File: src/supervisor_pkg.sv
package supervisor_pkg;

  // ----------------------------------------------------------------
  // Clock and time base
  // ----------------------------------------------------------------
  localparam int unsigned CLK_PERIOD_NS    = 100;
  localparam int unsigned TICK_NS          = 1000;
  localparam int unsigned TICK_DIV         = TICK_NS / CLK_PERIOD_NS;
  localparam int unsigned TICK_CNT_W       = $clog2(TICK_DIV);
  localparam int unsigned US_PER_MS        = 1000;
  localparam int unsigned US_PER_S         = 1000000;

  // ----------------------------------------------------------------
  // Intervals, each in its own unit, then in ticks or cycles
  // ----------------------------------------------------------------
  localparam int unsigned RESET_MS         = 130;
  localparam int unsigned RESET_TICKS      = RESET_MS * US_PER_MS;
  localparam int unsigned WATCHDOG_S       = 1;
  localparam int unsigned WATCHDOG_TICKS   = WATCHDOG_S * US_PER_S;
  localparam int unsigned EARLY_WARN_US    = 200;
  localparam int unsigned EARLY_WARN_TICKS = EARLY_WARN_US;
  localparam int unsigned DEBOUNCE_MS      = 1;
  localparam int unsigned DEBOUNCE_TICKS   = DEBOUNCE_MS * US_PER_MS;
  // Least times: round up to whole cycles
  localparam int unsigned SENSE_FILT_NS    = 5000;
  localparam int unsigned SENSE_FILT_CYC   = (SENSE_FILT_NS + CLK_PERIOD_NS - 1) / CLK_PERIOD_NS;
  localparam int unsigned SUPPLY_FILT_NS   = 2000;
  localparam int unsigned SUPPLY_FILT_CYC  = (SUPPLY_FILT_NS + CLK_PERIOD_NS - 1) / CLK_PERIOD_NS;
  // Longest time: rounds down
  localparam int unsigned MR_ASSERT_NS     = 250;
  localparam int unsigned MR_ASSERT_CYC    = MR_ASSERT_NS / CLK_PERIOD_NS;

  // ----------------------------------------------------------------
  // Output bundle and its reset value
  // ----------------------------------------------------------------
  typedef struct packed {
    logic reset_n;
    logic reset;
    logic early_warning_n;
    logic watchdog_expired_n;
  } sup_out_t;

  localparam sup_out_t OUT_RESET = '{reset_n: 1'b0, reset: 1'b1, early_warning_n: 1'b1, watchdog_expired_n: 1'b1};

endpackage : supervisor_pkg

File: src/interval_timer.sv
module interval_timer #(
  parameter int unsigned LIMIT = 10
) (
  // Clock and reset
  input  wire logic clk,
  input  wire logic resetn,
  input  wire logic ce,
  // Control
  input  wire logic clear,
  input  wire logic adv,
  // Status
  output logic      done
);

  localparam int unsigned W = $clog2(LIMIT + 1);
  localparam logic [W-1:0] LIM = W'(LIMIT);

  logic [W-1:0] cnt_r;
  logic [W-1:0] cnt_nxt;

  // Saturates so a long wait never wraps back to idle
  assign cnt_nxt = clear ? '0 : ((adv && cnt_r != LIM) ? cnt_r + W'(1) : cnt_r);
  assign done    = (cnt_r == LIM);

  always_ff @(posedge clk or negedge resetn) begin
    if (!resetn) begin
      cnt_r <= '0;
    end else if (ce) begin
      cnt_r <= cnt_nxt;
    end
  end

endmodule : interval_timer

File: src/supply_supervisor_watchdog.sv
// Operation
// - Reset asserts while the filtered supply comparator reports low supply.
// - Reset stays asserted at least 130 ms after power-up or supply recovery.
// - Manual reset input is active low; a press acts at once and only the release is debounced.
// - Manual reset stretch of 130 ms starts once the input has stayed high for the 1 ms debounce time.
// - Early-warning output pulses low at least 200 us on a sense trip.
// - Sense must stay below trip about 5 us before a warning fires.
// - No early warning until the supply has reached its trip level.
// - Watchdog counts only while reset is inactive, starting at release.
// - Strobe falling edge before expiry clears and restarts the watchdog.
// - Watchdog status asserts when no strobe edge arrives within 1 s.
// - Watchdog status stays low at least 130 ms after expiry.
// - Active-low reset output plus an active-high copy of opposite polarity.
// - Reset outputs assert within 250 ns of manual reset held low.
// - Supply dips shorter than 2 us cause no reset.
module supply_supervisor_watchdog #(
  parameter int unsigned RESET_TICKS    = supervisor_pkg::RESET_TICKS,
  parameter int unsigned WATCHDOG_TICKS = supervisor_pkg::WATCHDOG_TICKS,
  parameter int unsigned DEBOUNCE_TICKS = supervisor_pkg::DEBOUNCE_TICKS
) (
  // Clock, reset, enable
  input  wire logic clk,
  input  wire logic resetn,
  input  wire logic ce,
  // Comparator results
  input  wire logic supply_ok,
  input  wire logic sense_low,
  // Pushbutton and host strobe
  input  wire logic manual_reset_n,
  input  wire logic watchdog_kick,
  // Outputs to the host
  output logic      reset_n,
  output logic      reset,
  output logic      early_warning_n,
  output logic      watchdog_expired_n
);

  // ----------------------------------------------------------------
  // Time base
  // ----------------------------------------------------------------
  localparam logic [supervisor_pkg::TICK_CNT_W-1:0] TICK_LAST =
    supervisor_pkg::TICK_CNT_W'(supervisor_pkg::TICK_DIV - 1);

  logic [supervisor_pkg::TICK_CNT_W-1:0] tick_cnt_r;
  logic                                  tick_r;
  logic                                  tick_wrap;

  assign tick_wrap = (tick_cnt_r == TICK_LAST);

  always_ff @(posedge clk or negedge resetn) begin
    if (!resetn) begin
      tick_cnt_r <= '0;
      tick_r     <= 1'b0;
    end else if (ce) begin
      tick_cnt_r <= tick_wrap ? '0 : tick_cnt_r + supervisor_pkg::TICK_CNT_W'(1);
      tick_r     <= tick_wrap;
    end
  end

  // ----------------------------------------------------------------
  // Supply filter
  // ----------------------------------------------------------------
  logic supply_filt_done;
  logic supply_bad_r;
  logic power_seen_r;

  interval_timer #(.LIMIT(supervisor_pkg::SUPPLY_FILT_CYC)) u_supply_filt (
    .clk    (clk),
    .resetn (resetn),
    .ce     (ce),
    .clear  (supply_ok),
    .adv    (1'b1),
    .done   (supply_filt_done)
  );

  // Bad is assumed at power-up, so reset starts asserted
  always_ff @(posedge clk or negedge resetn) begin
    if (!resetn) begin
      supply_bad_r <= 1'b1;
      power_seen_r <= 1'b0;
    end else if (ce) begin
      supply_bad_r <= supply_ok ? 1'b0 : (supply_filt_done ? 1'b1 : supply_bad_r);
      power_seen_r <= power_seen_r | supply_ok;
    end
  end

  // ----------------------------------------------------------------
  // Pushbutton
  // ----------------------------------------------------------------
  logic mr_low_r;
  logic mr_hold_r;
  logic mr_release_done;

  // release must stay high for the debounce time
  interval_timer #(.LIMIT(DEBOUNCE_TICKS)) u_debounce (
    .clk    (clk),
    .resetn (resetn),
    .ce     (ce),
    .clear  (mr_low_r),
    .adv    (tick_r),
    .done   (mr_release_done)
  );

  // Press takes effect at once; only the release is debounced, which keeps the assert path short
  always_ff @(posedge clk or negedge resetn) begin
    if (!resetn) begin
      mr_low_r  <= 1'b0;
      mr_hold_r <= 1'b0;
    end else if (ce) begin
      mr_low_r  <= ~manual_reset_n;
      mr_hold_r <= mr_low_r | (mr_hold_r & ~mr_release_done);
    end
  end

  // ----------------------------------------------------------------
  // Reset stretch
  // ----------------------------------------------------------------
  logic reset_cause;
  logic stretch_done;
  logic rst_act_r;
  logic rst_nxt;

  // press reaches the outputs one edge after it is sampled into mr_low_r
  assign reset_cause = supply_bad_r | mr_low_r | mr_hold_r;

  interval_timer #(.LIMIT(RESET_TICKS + 1)) u_stretch (
    .clk    (clk),
    .resetn (resetn),
    .ce     (ce),
    .clear  (reset_cause),
    .adv    (tick_r),
    .done   (stretch_done)
  );

  assign rst_nxt = reset_cause | ~stretch_done;

  always_ff @(posedge clk or negedge resetn) begin
    if (!resetn) begin
      rst_act_r <= 1'b1;
    end else if (ce) begin
      rst_act_r <= rst_nxt;
    end
  end

  // ----------------------------------------------------------------
  // Early warning
  // ----------------------------------------------------------------
  logic sense_trip;
  logic warn_act_r;
  logic warn_fired_r;
  logic warn_done;
  logic warn_start;

  // 5 us below trip before a warning
  interval_timer #(.LIMIT(supervisor_pkg::SENSE_FILT_CYC)) u_sense_filt (
    .clk    (clk),
    .resetn (resetn),
    .ce     (ce),
    .clear  (~sense_low),
    .adv    (1'b1),
    .done   (sense_trip)
  );

  // held off until supply has risen
  assign warn_start = sense_trip & power_seen_r & ~warn_fired_r;

  interval_timer #(.LIMIT(supervisor_pkg::EARLY_WARN_TICKS + 1)) u_warn (
    .clk    (clk),
    .resetn (resetn),
    .ce     (ce),
    .clear  (~warn_act_r),
    .adv    (tick_r),
    .done   (warn_done)
  );

  // One pulse per trip; a new one needs the sense to recover first
  always_ff @(posedge clk or negedge resetn) begin
    if (!resetn) begin
      warn_act_r   <= 1'b0;
      warn_fired_r <= 1'b0;
    end else if (ce) begin
      warn_act_r   <= warn_start | (warn_act_r & ~warn_done);
      warn_fired_r <= sense_trip & (warn_fired_r | warn_start);
    end
  end

  // ----------------------------------------------------------------
  // Watchdog
  // ----------------------------------------------------------------
  logic kick_prev_r;
  logic kick_fall;
  logic wd_done;
  logic wd_fire;
  logic wds_act_r;
  logic wds_done;

  assign kick_fall = kick_prev_r & ~watchdog_kick;
  assign wd_fire   = wd_done & ~wds_act_r;

  // held clear while reset is active
  interval_timer #(.LIMIT(WATCHDOG_TICKS)) u_watchdog (
    .clk    (clk),
    .resetn (resetn),
    .ce     (ce),
    .clear  (rst_act_r | kick_fall | wds_act_r),
    .adv    (tick_r),
    .done   (wd_done)
  );

  // status low at least 130 ms
  interval_timer #(.LIMIT(RESET_TICKS + 1)) u_wds_pulse (
    .clk    (clk),
    .resetn (resetn),
    .ce     (ce),
    .clear  (~wds_act_r),
    .adv    (tick_r),
    .done   (wds_done)
  );

  // Strobe pulled high when idle, so the previous level starts high
  always_ff @(posedge clk or negedge resetn) begin
    if (!resetn) begin
      kick_prev_r <= 1'b1;
      wds_act_r   <= 1'b0;
    end else if (ce) begin
      kick_prev_r <= watchdog_kick;
      wds_act_r   <= wd_fire | (wds_act_r & ~wds_done);
    end
  end

  // ----------------------------------------------------------------
  // Output register
  // ----------------------------------------------------------------
  supervisor_pkg::sup_out_t out_r;
  supervisor_pkg::sup_out_t out_nxt;

  // both reset polarities from one condition
  assign out_nxt = '{reset_n:            ~rst_nxt,
                     reset:              rst_nxt,
                     early_warning_n:    ~(warn_start | (warn_act_r & ~warn_done)),
                     watchdog_expired_n: ~(wd_fire | (wds_act_r & ~wds_done))};

  always_ff @(posedge clk or negedge resetn) begin
    if (!resetn) begin
      out_r <= supervisor_pkg::OUT_RESET;
    end else if (ce) begin
      out_r <= out_nxt;
    end
  end

  assign reset_n            = out_r.reset_n;
  assign reset              = out_r.reset;
  assign early_warning_n    = out_r.early_warning_n;
  assign watchdog_expired_n = out_r.watchdog_expired_n;

endmodule : supply_supervisor_watchdog

File: config.mk
export PLATFORM = sky130hd
export DESIGN_NAME = supply_supervisor_watchdog
export DESIGN_NICKNAME = d
export VERILOG_FILES = /design/src/supervisor_pkg.sv /design/src/interval_timer.sv /design/src/supply_supervisor_watchdog.sv
export SDC_FILE = /design/constraint.sdc
export NUM_CORES = 1
export LEC_CHECK = 0
export BUFFER_PORTS_ARGS = -buffer_cell sky130_fd_sc_hd__buf_2
export CAP_MARGIN = 10
export CELL_PAD_IN_SITES_DETAIL_PLACEMENT = 0
export CELL_PAD_IN_SITES_GLOBAL_PLACEMENT = 1
export CORE_MARGIN = 2
export CORE_UTILIZATION = 45
export CTS_CLUSTER_DIAMETER = 80
export DETAILED_ROUTE_END_ITERATION = 10
export PLACE_DENSITY = 0.84
export REMOVE_ABC_BUFFERS = 1
export SYNTH_ARGS = -nofsm -noshare
export SYNTH_HDL_FRONTEND = slang
export SYNTH_HIERARCHICAL = 1
export SYNTH_SLANG_ARGS = --single-unit
File: constraint.sdc
create_clock -name clk -period 6.4 [get_ports clk]
set_input_delay 1.28 -clock clk [delete_from_list [all_inputs] [get_ports clk]]
set_output_delay 1.28 -clock clk [all_outputs]
set_load 0.02 [all_outputs]
==> qor.log, run 1 <==
[run_status] result of the run finished, final reports clean
[placement] Worst Setup Slack post-DPL 3.13 ns
[cts] number of buffers added to fix hold violations after cts 0
[routing] TritonRoute pass-1 iters 5
[job] Maximum Capacitance Violations 0
[yosys] most instantiated cells after synthesis 95 x sky130_fd_sc_hd__dfrtp_1, 61 x sky130_fd_sc_hd__inv_1, 44 x sky130_fd_sc_hd__nor2_1, 43 x sky130_fd_sc_hd__nand2_1, 38 x sky130_fd_sc_hd__nand3_1
[power] maximum resistive drop on vdd 0.167 mV
[yosys] share of the synthesized area in the top cell type 38.7%
[cts] clock latency on the worst-skew pair 0.35 ns
[worst_setup_path] startpoint types input pin
[die] Initial Utilization 46.2%
[timing] RSZ-0062 raised after global routing false
[die] die area 14600 µm²
[timing] smallest setup slack after layout 3.51 ns
[worst_setup_path] reg-to-reg slack, setup 4.04 ns
[die] Die Span Y 121 µm
[cts] number of buffers added by the clock tree synthesis step 9
[yosys] distinct cell type count of the synthesized netlist 79
[routing] detailed router's first-iteration violation count 392
[worst_setup_path] Setup crit start ce
[yosys] Yosys top cell by area sky130_fd_sc_hd__dfrtp_1
[placement] gp weighted congestion 0.811
[die] number of placed I/O pins 11
[timing] number of slew-limit violations in the final report 0
[die] row count 42
[routing] number of vias in the routed layout 5140
[yosys] sequential element share of the synthesized area 40.8%
[cts] count of buffers added by post-CTS timing repair for setup 0
[worst_setup_path] number of cells on the critical path 4
[yosys] share of flip-flops with an asynchronous set or reset 100%
[die] Core Box Area 13300 µm²
[yosys] number of enable flip-flop cells after synthesis 0
[cts] cell chosen for the clock root sky130_fd_sc_hd__clkbuf_16
[worst_setup_path] startpoint of the lowest-slack register-to-register path tick_r
[worst_hold_path] Hold Path Class reg2reg
[routing] average wire per standard cell 15.3 µm
[timing] final hold violation count 0
[global_route] maximum number of pins on one net before global-route repair 94
[cts] deepest level of the CTS H-tree 3
[placement] HPWL after DPL 8710 µm
[timing] time the final worst path needs with I/O delays and setup 2.89 ns
[cts] clock transition time at the flip-flop clock pins of the worst setup and hold paths 0.07 ns
[worst_hold_path] hold path startpoint early_warning_n
[global_route] initial antenna violation count 0
[timing] f_max 346 MHz
[worst_setup_path] Top Family by Delay on Critical Path buffers and inverters
[worst_setup_path] CP Max Fanout 93
[worst_setup_path] Critical Path RT 6.63 ns
[power] post-route total power 0.00143 W
[worst_setup_path] Max stage delay on crit path 0.73 ns
[yosys] most frequent cell after synthesis sky130_fd_sc_hd__dfrtp_1
[power] fraction of power consumed by the clock network 36.3%
[cts] Bufs on Longest Clock Path 2
[global_route] number of global-route vias before repair 4958
[final_layout] Multi-input gate area 3330 µm²
[power] internal power 0.00103 W
[placement] IO Port Bufs 10
[yosys] number of synthesized register bits 100
[worst_setup_path] Crit. End Element register
[timing] Tightest Pin Transition 0.837 ns
[final_layout] sequential cell area 2510 µm²
[timing] clock skew 0.00753 ns
[worst_setup_path] signal arrival time at the worst endpoint 3.12 ns
[timing] Final Cycle Share 45.1%
[timing] Worst slew margin 44.2%
[worst_setup_path] Worst Reg2Reg Path Length in Cells 5
[global_route] first-pass GRT wire length 23200 µm
[timing] Worst Hold Slack 0.485 ns
[power] fraction of power spent switching nets 28.1%
[yosys] leading cell types by total area after synthesis sky130_fd_sc_hd__dfrtp_1 39%, sky130_fd_sc_hd__mux2i_1 4.4%, sky130_fd_sc_hd__inv_1 3.7%, sky130_fd_sc_hd__nand3_1 3.1%, sky130_fd_sc_hd__nand4_1 3.0%
[final_layout] number of inserted filler cells in the final layout 1253
[timing] setup violation total in the final timing report 0
[cts] TritonCTS Sinks 100
[worst_setup_path] CP cell instances buf_4 -> buf_4 -> nand2_1 -> o311ai_0
[power] switching power total 0.000402 W
[final_layout] layout-stage area growth over the synthesis result 8.30%
[cts] clock tree from TritonCTS built
[yosys] dominant register cell in the synthesized netlist sky130_fd_sc_hd__dfrtp_1
[final_layout] Nets 705
[final_layout] number of diodes 0
[yosys] Avg Cell Area, Syn 9.18 µm²
[timing] setup_tns 0 ns
[routing] antenna violation net count after detailed routing 0
[worst_setup_path] Bufs and invs on worst path 2
[final_layout] fraction of layout cells with a size suffix above 1 9.16%
[power] leak pwr 2.61 nW
[routing] number of DRC violations after detailed routing 0
[die] Die Wd 121 µm
[power] Flop pwr share 51.7%
[global_route] leftover overflow at the end of global routing 0
[yosys] Ys Warns 6
[worst_setup_path] master of the slowest instance on the critical path sky130_fd_sc_hd__buf_4
[power] total power per unit cell area 215 nW/µm²
[worst_setup_path] most common cell type on the critical path sky130_fd_sc_hd__buf_4
[yosys] post-synthesis instance area 6150 µm²
[routing] via density per instance 5.95
[routing] DRT Wirelength 13200 µm
[worst_setup_path] crit path kind in2reg
[worst_hold_path] hold-critical path depth 2
[yosys] number of instances in the synthesized netlist 670
[cts] cts repair resizes 0
[global_route] global-route total usage across every layer 19.4%
[power] combinational group share of total power 12.1%
==> logic make-up after synthesis <==
| kind of cell | after synthesis | share of synthesized area (%) |
|---|---|---|
| other | 1 | 0.0610 |
| XOR/XNOR | 2 | 0.285 |
| multiplexers | 30 | 4.95 |
| AO/OA/AOI/OAI | 146 | 17.1 |
| AND/OR/NAND/NOR | 290 | 28.1 |
| buffers and inverters | 87 | 5.82 |
| flip-flops | 100 | 40.8 |
| adder cells (fa/ha/maj) | 14 | 2.85 |
==> power groups by stage <==
stage          Combinational [W]  Clock (W)  Sequential, W
2_1_floorplan           0.000114          0       0.000740
3_5_place_dp            0.000175          0       0.000750
3_3_place_gp            0.000166          0       0.000747
5_1_grt                 0.000198   0.000560       0.000748
6_report                0.000173   0.000519       0.000739
4_1_cts                 0.000175   0.000532       0.000739
==> state kept, by name (all words and copies together) (netlist names), 4 cells and up <==
register / count
u_debounce/cnt_r: 10
u_supply_filt/cnt_r: 5
u_wds_pulse/cnt_r: 17
u_stretch/cnt_r: 17
u_sense_filt/cnt_r: 6
tick_cnt_r: 4
u_watchdog/cnt_r: 20
u_warn/cnt_r: 8
==> worst register-to-register path, delay by kind of cell, from the launching register on <==
kind,cells,cell delay [ns]
simple gates,3,0.98
flops,1,0.60
buf+inv,1,0.33
compound gates,1,0.33
==> cell usage in the layout, fill, tap and decap left out, types with 15 or more instances in the layout <==
master / n
sky130_fd_sc_hd__a21oi_1: 20
sky130_fd_sc_hd__nand4_1: 29
sky130_fd_sc_hd__inv_1: 61
sky130_fd_sc_hd__dfrtp_1: 95
sky130_fd_sc_hd__nor3_1: 27
sky130_fd_sc_hd__nor2_1: 44
sky130_fd_sc_hd__nor2b_1: 19
sky130_fd_sc_hd__nand2_1: 43
sky130_fd_sc_hd__o21ai_0: 15
sky130_fd_sc_hd__o22ai_1: 29
sky130_fd_sc_hd__mux2i_1: 27
sky130_fd_sc_hd__nand3_1: 38
==> area by class of cell <==
| cell class | instances | share of cell area (%) |
|---|---|---|
| Inverter | 64 | 3.61 |
| Clock buffer | 11 | 3.80 |
| Sequential cell | 100 | 37.7 |
| Timing Repair Buffer | 14 | 1.28 |
| Tap cell | 176 | 3.31 |
| Multi-Input combinational cell | 495 | 50.0 |
| Clock inverter | 4 | 0.376 |
==> metrics by stage <==
step                      instance area (µm²)  cells  util (%)
after CTS                                6660    864      50.1
after floorplan                          6080    659         -
after global routing                     6660    864      50.1
after global placement                   6380    849      48.0
final                                    6660    864      50.1
after detailed placement                 6380    849      48.0
==> path summary, 6_finish.rpt <==
path | to
setup reg to reg | u_wds_pulse/cnt_r[13]
setup / recovery | u_watchdog/cnt_r[16]
max in group asynchronous | u_sense_filt/cnt_r[0]
hold / removal | early_warning_n
hold reg to reg | early_warning_n
min in group asynchronous | u_warn/cnt_r[0]
==> per-layer routing <==
metal	part of all wire (%)	routed length [µm]	GRT usage (%)	vias to the layer above
met1	47	6210	25.3	2548
met3	3.2	427	3.99	13
met4	1.3	172	5.52	0
li1	-	-	-	2512
met5	0	0	0	-
met2	48	6410	32.5	67
Note: power is estimated with default switching activity, not from simulation.
==> run 2: changes to the inputs <==
clock period = 3 ns   (was 6.4 ns; I/O delays follow)
==> qor.log, run 2 (synthesized netlist as in run 1, its figures left out) <==
[global_route] global-route total usage across every layer 19.0%
[final_layout] Largest register FFs 20
[die] die area 14600 µm²
[routing] TritonRoute pass-1 iters 5
[worst_setup_path] signal arrival time at the worst endpoint 2.37 ns
[cts] number of buffers added by the clock tree synthesis step 9
[cts] Bufs on Longest Clock Path 2
[die] Die Wd 121 µm
[cts] deepest level of the CTS H-tree 3
[worst_setup_path] Bufs and invs on worst path 1
[job] Maximum Capacitance Violations 0
[cts] number of buffers added to fix hold violations after cts 0
[timing] Final Cycle Share 69.7%
[global_route] maximum number of pins on one net before global-route repair 54
[worst_setup_path] CP Max Fanout 15
[global_route] first-pass GRT wire length 22700 µm
[worst_setup_path] Max stage delay on crit path 0.55 ns
[final_layout] commonest cells after routing, fill and taps aside 95 x sky130_fd_sc_hd__dfrtp_1, 61 x sky130_fd_sc_hd__inv_1, 44 x sky130_fd_sc_hd__nor2_1, 43 x sky130_fd_sc_hd__nand2_1, 38 x sky130_fd_sc_hd__nand3_1
[timing] RSZ-0062 raised after global routing false
[placement] post-placement cell count 853
[worst_setup_path] Worst Reg2Reg Path Length in Cells 5
[routing] antenna violation net count after detailed routing 0
[timing] Worst slew margin 51.6%
[final_layout] largest register by flop count u_watchdog/cnt_r
[routing] via density per instance 5.94
[global_route] leftover overflow at the end of global routing 0
[die] row count 42
[cts] cell chosen for the clock root sky130_fd_sc_hd__clkbuf_16
[routing] average wire per standard cell 15.2 µm
[final_layout] non-filler cells, final 869
[cts] count of buffers added by post-CTS timing repair for setup 0
[worst_setup_path] reg-to-reg endpoint u_stretch/cnt_r[9]
[worst_setup_path] startpoint types register
[cts] clock transition time at the flip-flop clock pins of the worst setup and hold paths 0.07 ns
[routing] number of vias in the routed layout 5162
[power] total power per unit cell area 464 nW/µm²
[timing] Tightest Pin Transition 0.726 ns
[final_layout] fraction of layout cells with a size suffix above 1 9.81%
[routing] detailed router's first-iteration violation count 397
[timing] time the final worst path needs with I/O delays and setup 2.09 ns
[placement] Worst Setup Slack post-DPL 0.858 ns
[routing] number of DRC violations after detailed routing 0
[worst_setup_path] crit path kind reg2reg
[timing] number of slew-limit violations in the final report 0
[worst_setup_path] reg-to-reg slack, setup 0.91 ns
[placement] gp weighted congestion 0.846
[worst_setup_path] Critical Path RT 3.28 ns
[timing] setup violation total in the final timing report 0
[routing] DRT Wirelength 13300 µm
[cts] clock tree from TritonCTS built
[worst_setup_path] Crit. End Element register
[global_route] number of global-route vias before repair 4941
[final_layout] number of diodes 0
[placement] HPWL after DPL 8840 µm
[placement] IO Port Bufs 10
[cts] clock latency on the worst-skew pair 0.35 ns
[worst_setup_path] master of the slowest instance on the critical path sky130_fd_sc_hd__dfrtp_1
[worst_setup_path] startpoint of the lowest-slack register-to-register path mr_low_r
[die] number of placed I/O pins 11
[final_layout] Nets 709
[worst_hold_path] Hold Path Class in2async
[power] leak pwr 2.64 nW
[worst_setup_path] Setup crit start mr_low_r
[die] Core Box Area 13300 µm²
[power] maximum resistive drop on vdd 0.294 mV
[timing] clock skew 0.00467 ns
[worst_setup_path] Top Family by Delay on Critical Path simple AND/OR/NAND/NOR gates
[die] Initial Utilization 46.2%
[cts] TritonCTS Sinks 100
[global_route] initial antenna violation count 0
[timing] setup_tns 0 ns
[final_layout] most frequent standard cell in the layout excluding fill and tap cells sky130_fd_sc_hd__dfrtp_1
[final_layout] registers with the highest flip-flop counts u_watchdog/cnt_r (20), u_stretch/cnt_r (17), u_wds_pulse/cnt_r (17)
[worst_setup_path] CP cell instances nor3_1 -> inv_1 -> nand2b_1 -> or4_1 -> nand3_1
[timing] smallest setup slack after layout 0.910 ns
[die] Die Span Y 121 µm
[run_status] result of the run finished, final reports clean
[final_layout] layout-stage area growth over the synthesis result 9.24%
[timing] f_max 479 MHz
[timing] final hold violation count 0
[cts] cts repair resizes 0
[run 2: changes by cell type in the layout (fill, tap and decap cells not counted), sizes merged]
cell      previous run  this run
clkinvlp             2         3
clkinv               2         3
clkbuf              11         9
bufinv               0         1
buf                 14        18
[run 2: worst max-delay path by stage]
stage	to	slack (ns)	depth (start not counted)
5_1_grt	u_watchdog/cnt_r[7]	0.74	6
3_5_place_dp	u_stretch/cnt_r[7]	0.86	5
2_1_floorplan	u_watchdog/cnt_r[15]	0.63	5
3_3_place_gp	u_wds_pulse/cnt_r[7]	0.95	5
6_report	u_stretch/cnt_r[9]	0.91	5
4_1_cts	u_stretch/cnt_r[9]	0.90	5
[run 2: layout make-up]
class | count | area (µm²)
Clock buffer | 9 | 225
Clock inverter | 7 | 67.6
Fill cell | 1243 | 6580
Inverter | 64 | 240
Multi-Input combinational cell | 495 | 3330
Sequential cell | 100 | 2510
Tap cell | 176 | 220
Timing Repair Buffer | 18 | 128
[run 2: metal layers]
layer,global-route usage (%),wire (µm),up-vias
met2,31.1,6380,98
met4,7.92,199,0
met5,0,0,-
met1,25.3,6290,2523
li1,-,-,2527
met3,2.44,373,14
[run 2: power breakdown]
| part | switching, W | internal (W) |
|---|---|---|
| clock | 0.000521 | 0.000642 |
| combinational | 0.000222 | 0.000157 |
| sequential | 0.000133 | 0.00144 |
| total | 0.000877 | 0.00224 |
[run 2: stage by stage]
step           util [%]  hold WS, ns  instance area [µm²]  power (W)
2_1_floorplan         -        0.304                 6080    0.00182
3_3_place_gp       48.3        0.460                 6420    0.00195
3_5_place_dp       48.3        0.468                 6420    0.00198
4_1_cts            50.5        0.327                 6720    0.00316
5_1_grt            50.5        0.363                 6720    0.00328
6_report           50.5        0.294                 6720    0.00312
==> run 3: changes to the inputs <==
ABC_AREA = 1   (was unset)
PLACE_DENSITY = 0.89   (was 0.84)
clock period = 2.1 ns   (was 3 ns; I/O delays follow)
==> qor.log, run 3 <==
[yosys] share of the synthesized area in the top cell type 36.1%
[global_route] met1 track demand over resource in global routing 26.2%
[power] Flop pwr share 49.4%
[global_route] first-pass GRT wire length 25300 µm
[final_layout] layout-stage area growth over the synthesis result 8.73%
[global_route] most heavily used metal layer in global routing met2
[die] number of placed I/O pins 11
[power] maximum resistive drop on vdd 0.483 mV
[cts] TritonCTS Sinks 100
[cts] cts repair resizes 0
[global_route] number of global-route vias before repair 5456
[yosys] dominant register cell in the synthesized netlist sky130_fd_sc_hd__dfrtp_1
[placement] IO Port Bufs 10
[die] Initial Utilization 45.7%
[die] row count 44
[worst_setup_path] Crit. End Element register
[yosys] Ys Warns 6
[worst_setup_path] Critical Path RT 2.39 ns
[final_layout] Nets 1029
[routing] TritonRoute pass-1 iters 5
[yosys] Avg Cell Area, Syn 6.68 µm²
[yosys] most frequent cell after synthesis sky130_fd_sc_hd__nand2_1
[routing] via density per instance 4.84
[final_layout] Multi-input gate area 3540 µm²
[global_route] initial antenna violation count 0
[routing] number of DRC violations after detailed routing 0
[power] combinational group share of total power 14.2%
[worst_setup_path] startpoint types register
[yosys] most instantiated cells after synthesis 381 x sky130_fd_sc_hd__nand2_1, 146 x sky130_fd_sc_hd__nor2_1, 101 x sky130_fd_sc_hd__inv_1, 95 x sky130_fd_sc_hd__dfrtp_1, 63 x sky130_fd_sc_hd__nand3_1
[cts] clock latency on the worst-skew pair 0.36 ns
[worst_setup_path] signal arrival time at the worst endpoint 2.06 ns
[timing] setup violation total in the final timing report 0
[timing] final hold violation count 0
[yosys] sequential element share of the synthesized area 38.1%
[final_layout] commonest cells after routing, fill and taps aside 381 x sky130_fd_sc_hd__nand2_1, 146 x sky130_fd_sc_hd__nor2_1, 101 x sky130_fd_sc_hd__inv_1, 95 x sky130_fd_sc_hd__dfrtp_1, 63 x sky130_fd_sc_hd__nand3_1
[timing] Worst Hold Slack 0.00312 ns
[routing] DRT Wirelength 14500 µm
[power] fraction of power consumed by the clock network 36.4%
[global_route] global-route total usage across every layer 19.3%
[global_route] leftover overflow at the end of global routing 0
[yosys] Yosys top cell by area sky130_fd_sc_hd__dfrtp_1
[routing] number of vias in the routed layout 5791
[final_layout] number of inserted filler cells in the final layout 1490
[yosys] post-synthesis instance area 6590 µm²
[timing] time the final worst path needs with I/O delays and setup 1.76 ns
[final_layout] number of diodes 0
[global_route] maximum number of pins on one net before global-route repair 40
[job] Maximum Capacitance Violations 0
[cts] clock transition time at the flip-flop clock pins of the worst setup and hold paths 0.07 ns
[die] Die Span Y 125 µm
[cts] clock tree from TritonCTS built
[timing] f_max 567 MHz
[worst_setup_path] CP Max Fanout 6
[timing] Final Cycle Share 84.0%
[timing] setup_tns 0 ns
[final_layout] fraction of layout cells with a size suffix above 1 9.67%
[die] Core Box Area 14400 µm²
[die] die area 15600 µm²
[timing] clock skew 0.0100 ns
[routing] average wire per standard cell 12.1 µm
[power] internal power 0.00306 W
[run_status] result of the run finished, final reports clean
[yosys] share of flip-flops with an asynchronous set or reset 100%
[yosys] leading cell types by total area after synthesis sky130_fd_sc_hd__dfrtp_1 36%, sky130_fd_sc_hd__nand2_1 22%, sky130_fd_sc_hd__nor2_1 8.3%, sky130_fd_sc_hd__inv_1 5.8%, sky130_fd_sc_hd__nand3_1 4.8%
[cts] number of buffers added by the clock tree synthesis step 9
[final_layout] Largest register FFs 20
[worst_setup_path] crit path kind reg2reg
[yosys] distinct cell type count of the synthesized netlist 37
[power] fraction of power spent switching nets 30.6%
[cts] count of buffers added by post-CTS timing repair for setup 0
[yosys] number of synthesized register bits 100
[placement] HPWL after DPL 10300 µm
[yosys] number of enable flip-flop cells after synthesis 0
[cts] cell chosen for the clock root sky130_fd_sc_hd__clkbuf_16
[global_route] met3 capacity usage during global routing 3.94%
[routing] antenna violation net count after detailed routing 0
[timing] Worst slew margin 60.9%
[global_route] global routing usage on met2 32.1%
[final_layout] registers with the highest flip-flop counts u_watchdog/cnt_r (20), u_stretch/cnt_r (17), u_wds_pulse/cnt_r (17)
[power] total power per unit cell area 616 nW/µm²
[final_layout] sequential cell area 2510 µm²
[timing] Tightest Pin Transition 0.586 ns
[placement] gp weighted congestion 0.832
[yosys] number of instances in the synthesized netlist 987
[timing] RSZ-0062 raised after global routing false
[timing] number of slew-limit violations in the final report 0
[final_layout] most frequent standard cell in the layout excluding fill and tap cells sky130_fd_sc_hd__nand2_1
[power] switching power total 0.00135 W
[worst_hold_path] Hold Path Class in2async
[final_layout] largest register by flop count u_watchdog/cnt_r
[placement] post-placement cell count 1181
[cts] number of buffers added to fix hold violations after cts 0
[routing] detailed router's first-iteration violation count 300
[cts] Bufs on Longest Clock Path 2
[final_layout] non-filler cells, final 1197
[die] Die Wd 125 µm
[power] leak pwr 3.66 nW
[cts] deepest level of the CTS H-tree 3
==> run 3: changes by cell type after synthesis, sizes merged, moves of 12 or more <==
cell / delta
nand2: +364
nor2: +117
inv: +45
o22ai: -29
mux2i: -27
nand3: +25
nor2b: -20
nor3: -19
nor4: -14
nand2b: -12
o2bb2ai: -12
==> run 3: power groups by stage <==
stage	clock (W)	sequential (W)	combinational [W]
2_1_floorplan	0	0.00219	0.000434
3_5_place_dp	0	0.00221	0.000637
4_1_cts	0.00168	0.00218	0.000640
5_1_grt	0.00173	0.00220	0.000725
3_3_place_gp	0	0.00221	0.000629
6_report	0.00161	0.00218	0.000628
==> run 3: kinds of logic (layout without fill, tap and decap cells) <==
logic type,after synthesis,after routing,share of synthesized area (%)
AO/OA/AOI/OAI,54,54,4.56
flip-flops,100,100,38.1
other,1,2,0.0569
adder cells (fa/ha/maj),14,14,2.66
XOR/XNOR,16,16,2.13
buffers and inverters,128,153,8.28
AND/OR/NAND/NOR,674,674,44.3
==> run 3: routing by layer <==
metal | wire (µm) | up-vias
li1 | - | 3100
met3 | 389 | 12
met1 | 7200 | 2613
met4 | 144 | 0
met5 | 0 | -
met2 | 6780 | 66
==> run 3: worst max-delay path, stage by stage, from the launching register on <==
cell and delay, ns:
sky130_fd_sc_hd__dfstp_2 0.52, sky130_fd_sc_hd__inv_1 0.04, sky130_fd_sc_hd__o21ai_0 0.21, sky130_fd_sc_hd__clkinv_1 0.27, sky130_fd_sc_hd__a21oi_1 0.49, sky130_fd_sc_hd__nand2_1 0.09
sky130_fd_sc_hd__nand2_1 0.09
==> run 3: per-stage QoR <==
stage,total power (W),utilization (%),area [µm²],worst slack [ns]
CTS,0.00449,49.7,7170,0.308
floorplan,0.00262,-,6490,0.215
detailed placement,0.00285,47.8,6890,0.348
global route,0.00465,49.7,7170,0.0611
finish,0.00441,49.7,7170,0.336
global placement,0.00284,47.8,6890,0.395
==> run 3: area by class of cell <==
type	count	area share (%)
well taps	184	3.21
inverters	115	6.22
multi-input cells	760	49.4
clock inverters	7	0.681
clock buffers	9	3.14
flip-flops and latches	100	35.0
repair buffers	22	2.34
==> run 3: final timing paths <==
| path | startpoint | to | slack [ns] | depth (start not counted) |
|---|---|---|---|---|
| worst max register to register | kick_prev_r | u_watchdog/cnt_r[19] | 0.34 | 6 |
| worst min-delay path | resetn | u_sense_filt/cnt_r[1] | 0.003 | 1 |
| min in group clk | manual_reset_n | mr_low_r | 0.28 | 2 |
| max in group asynchronous | resetn | supply_bad_r | 1.45 | 2 |
| worst max-delay path | kick_prev_r | u_watchdog/cnt_r[19] | 0.34 | 6 |
| worst min register to register | watchdog_expired_n | watchdog_expired_n | 0.48 | 2 |
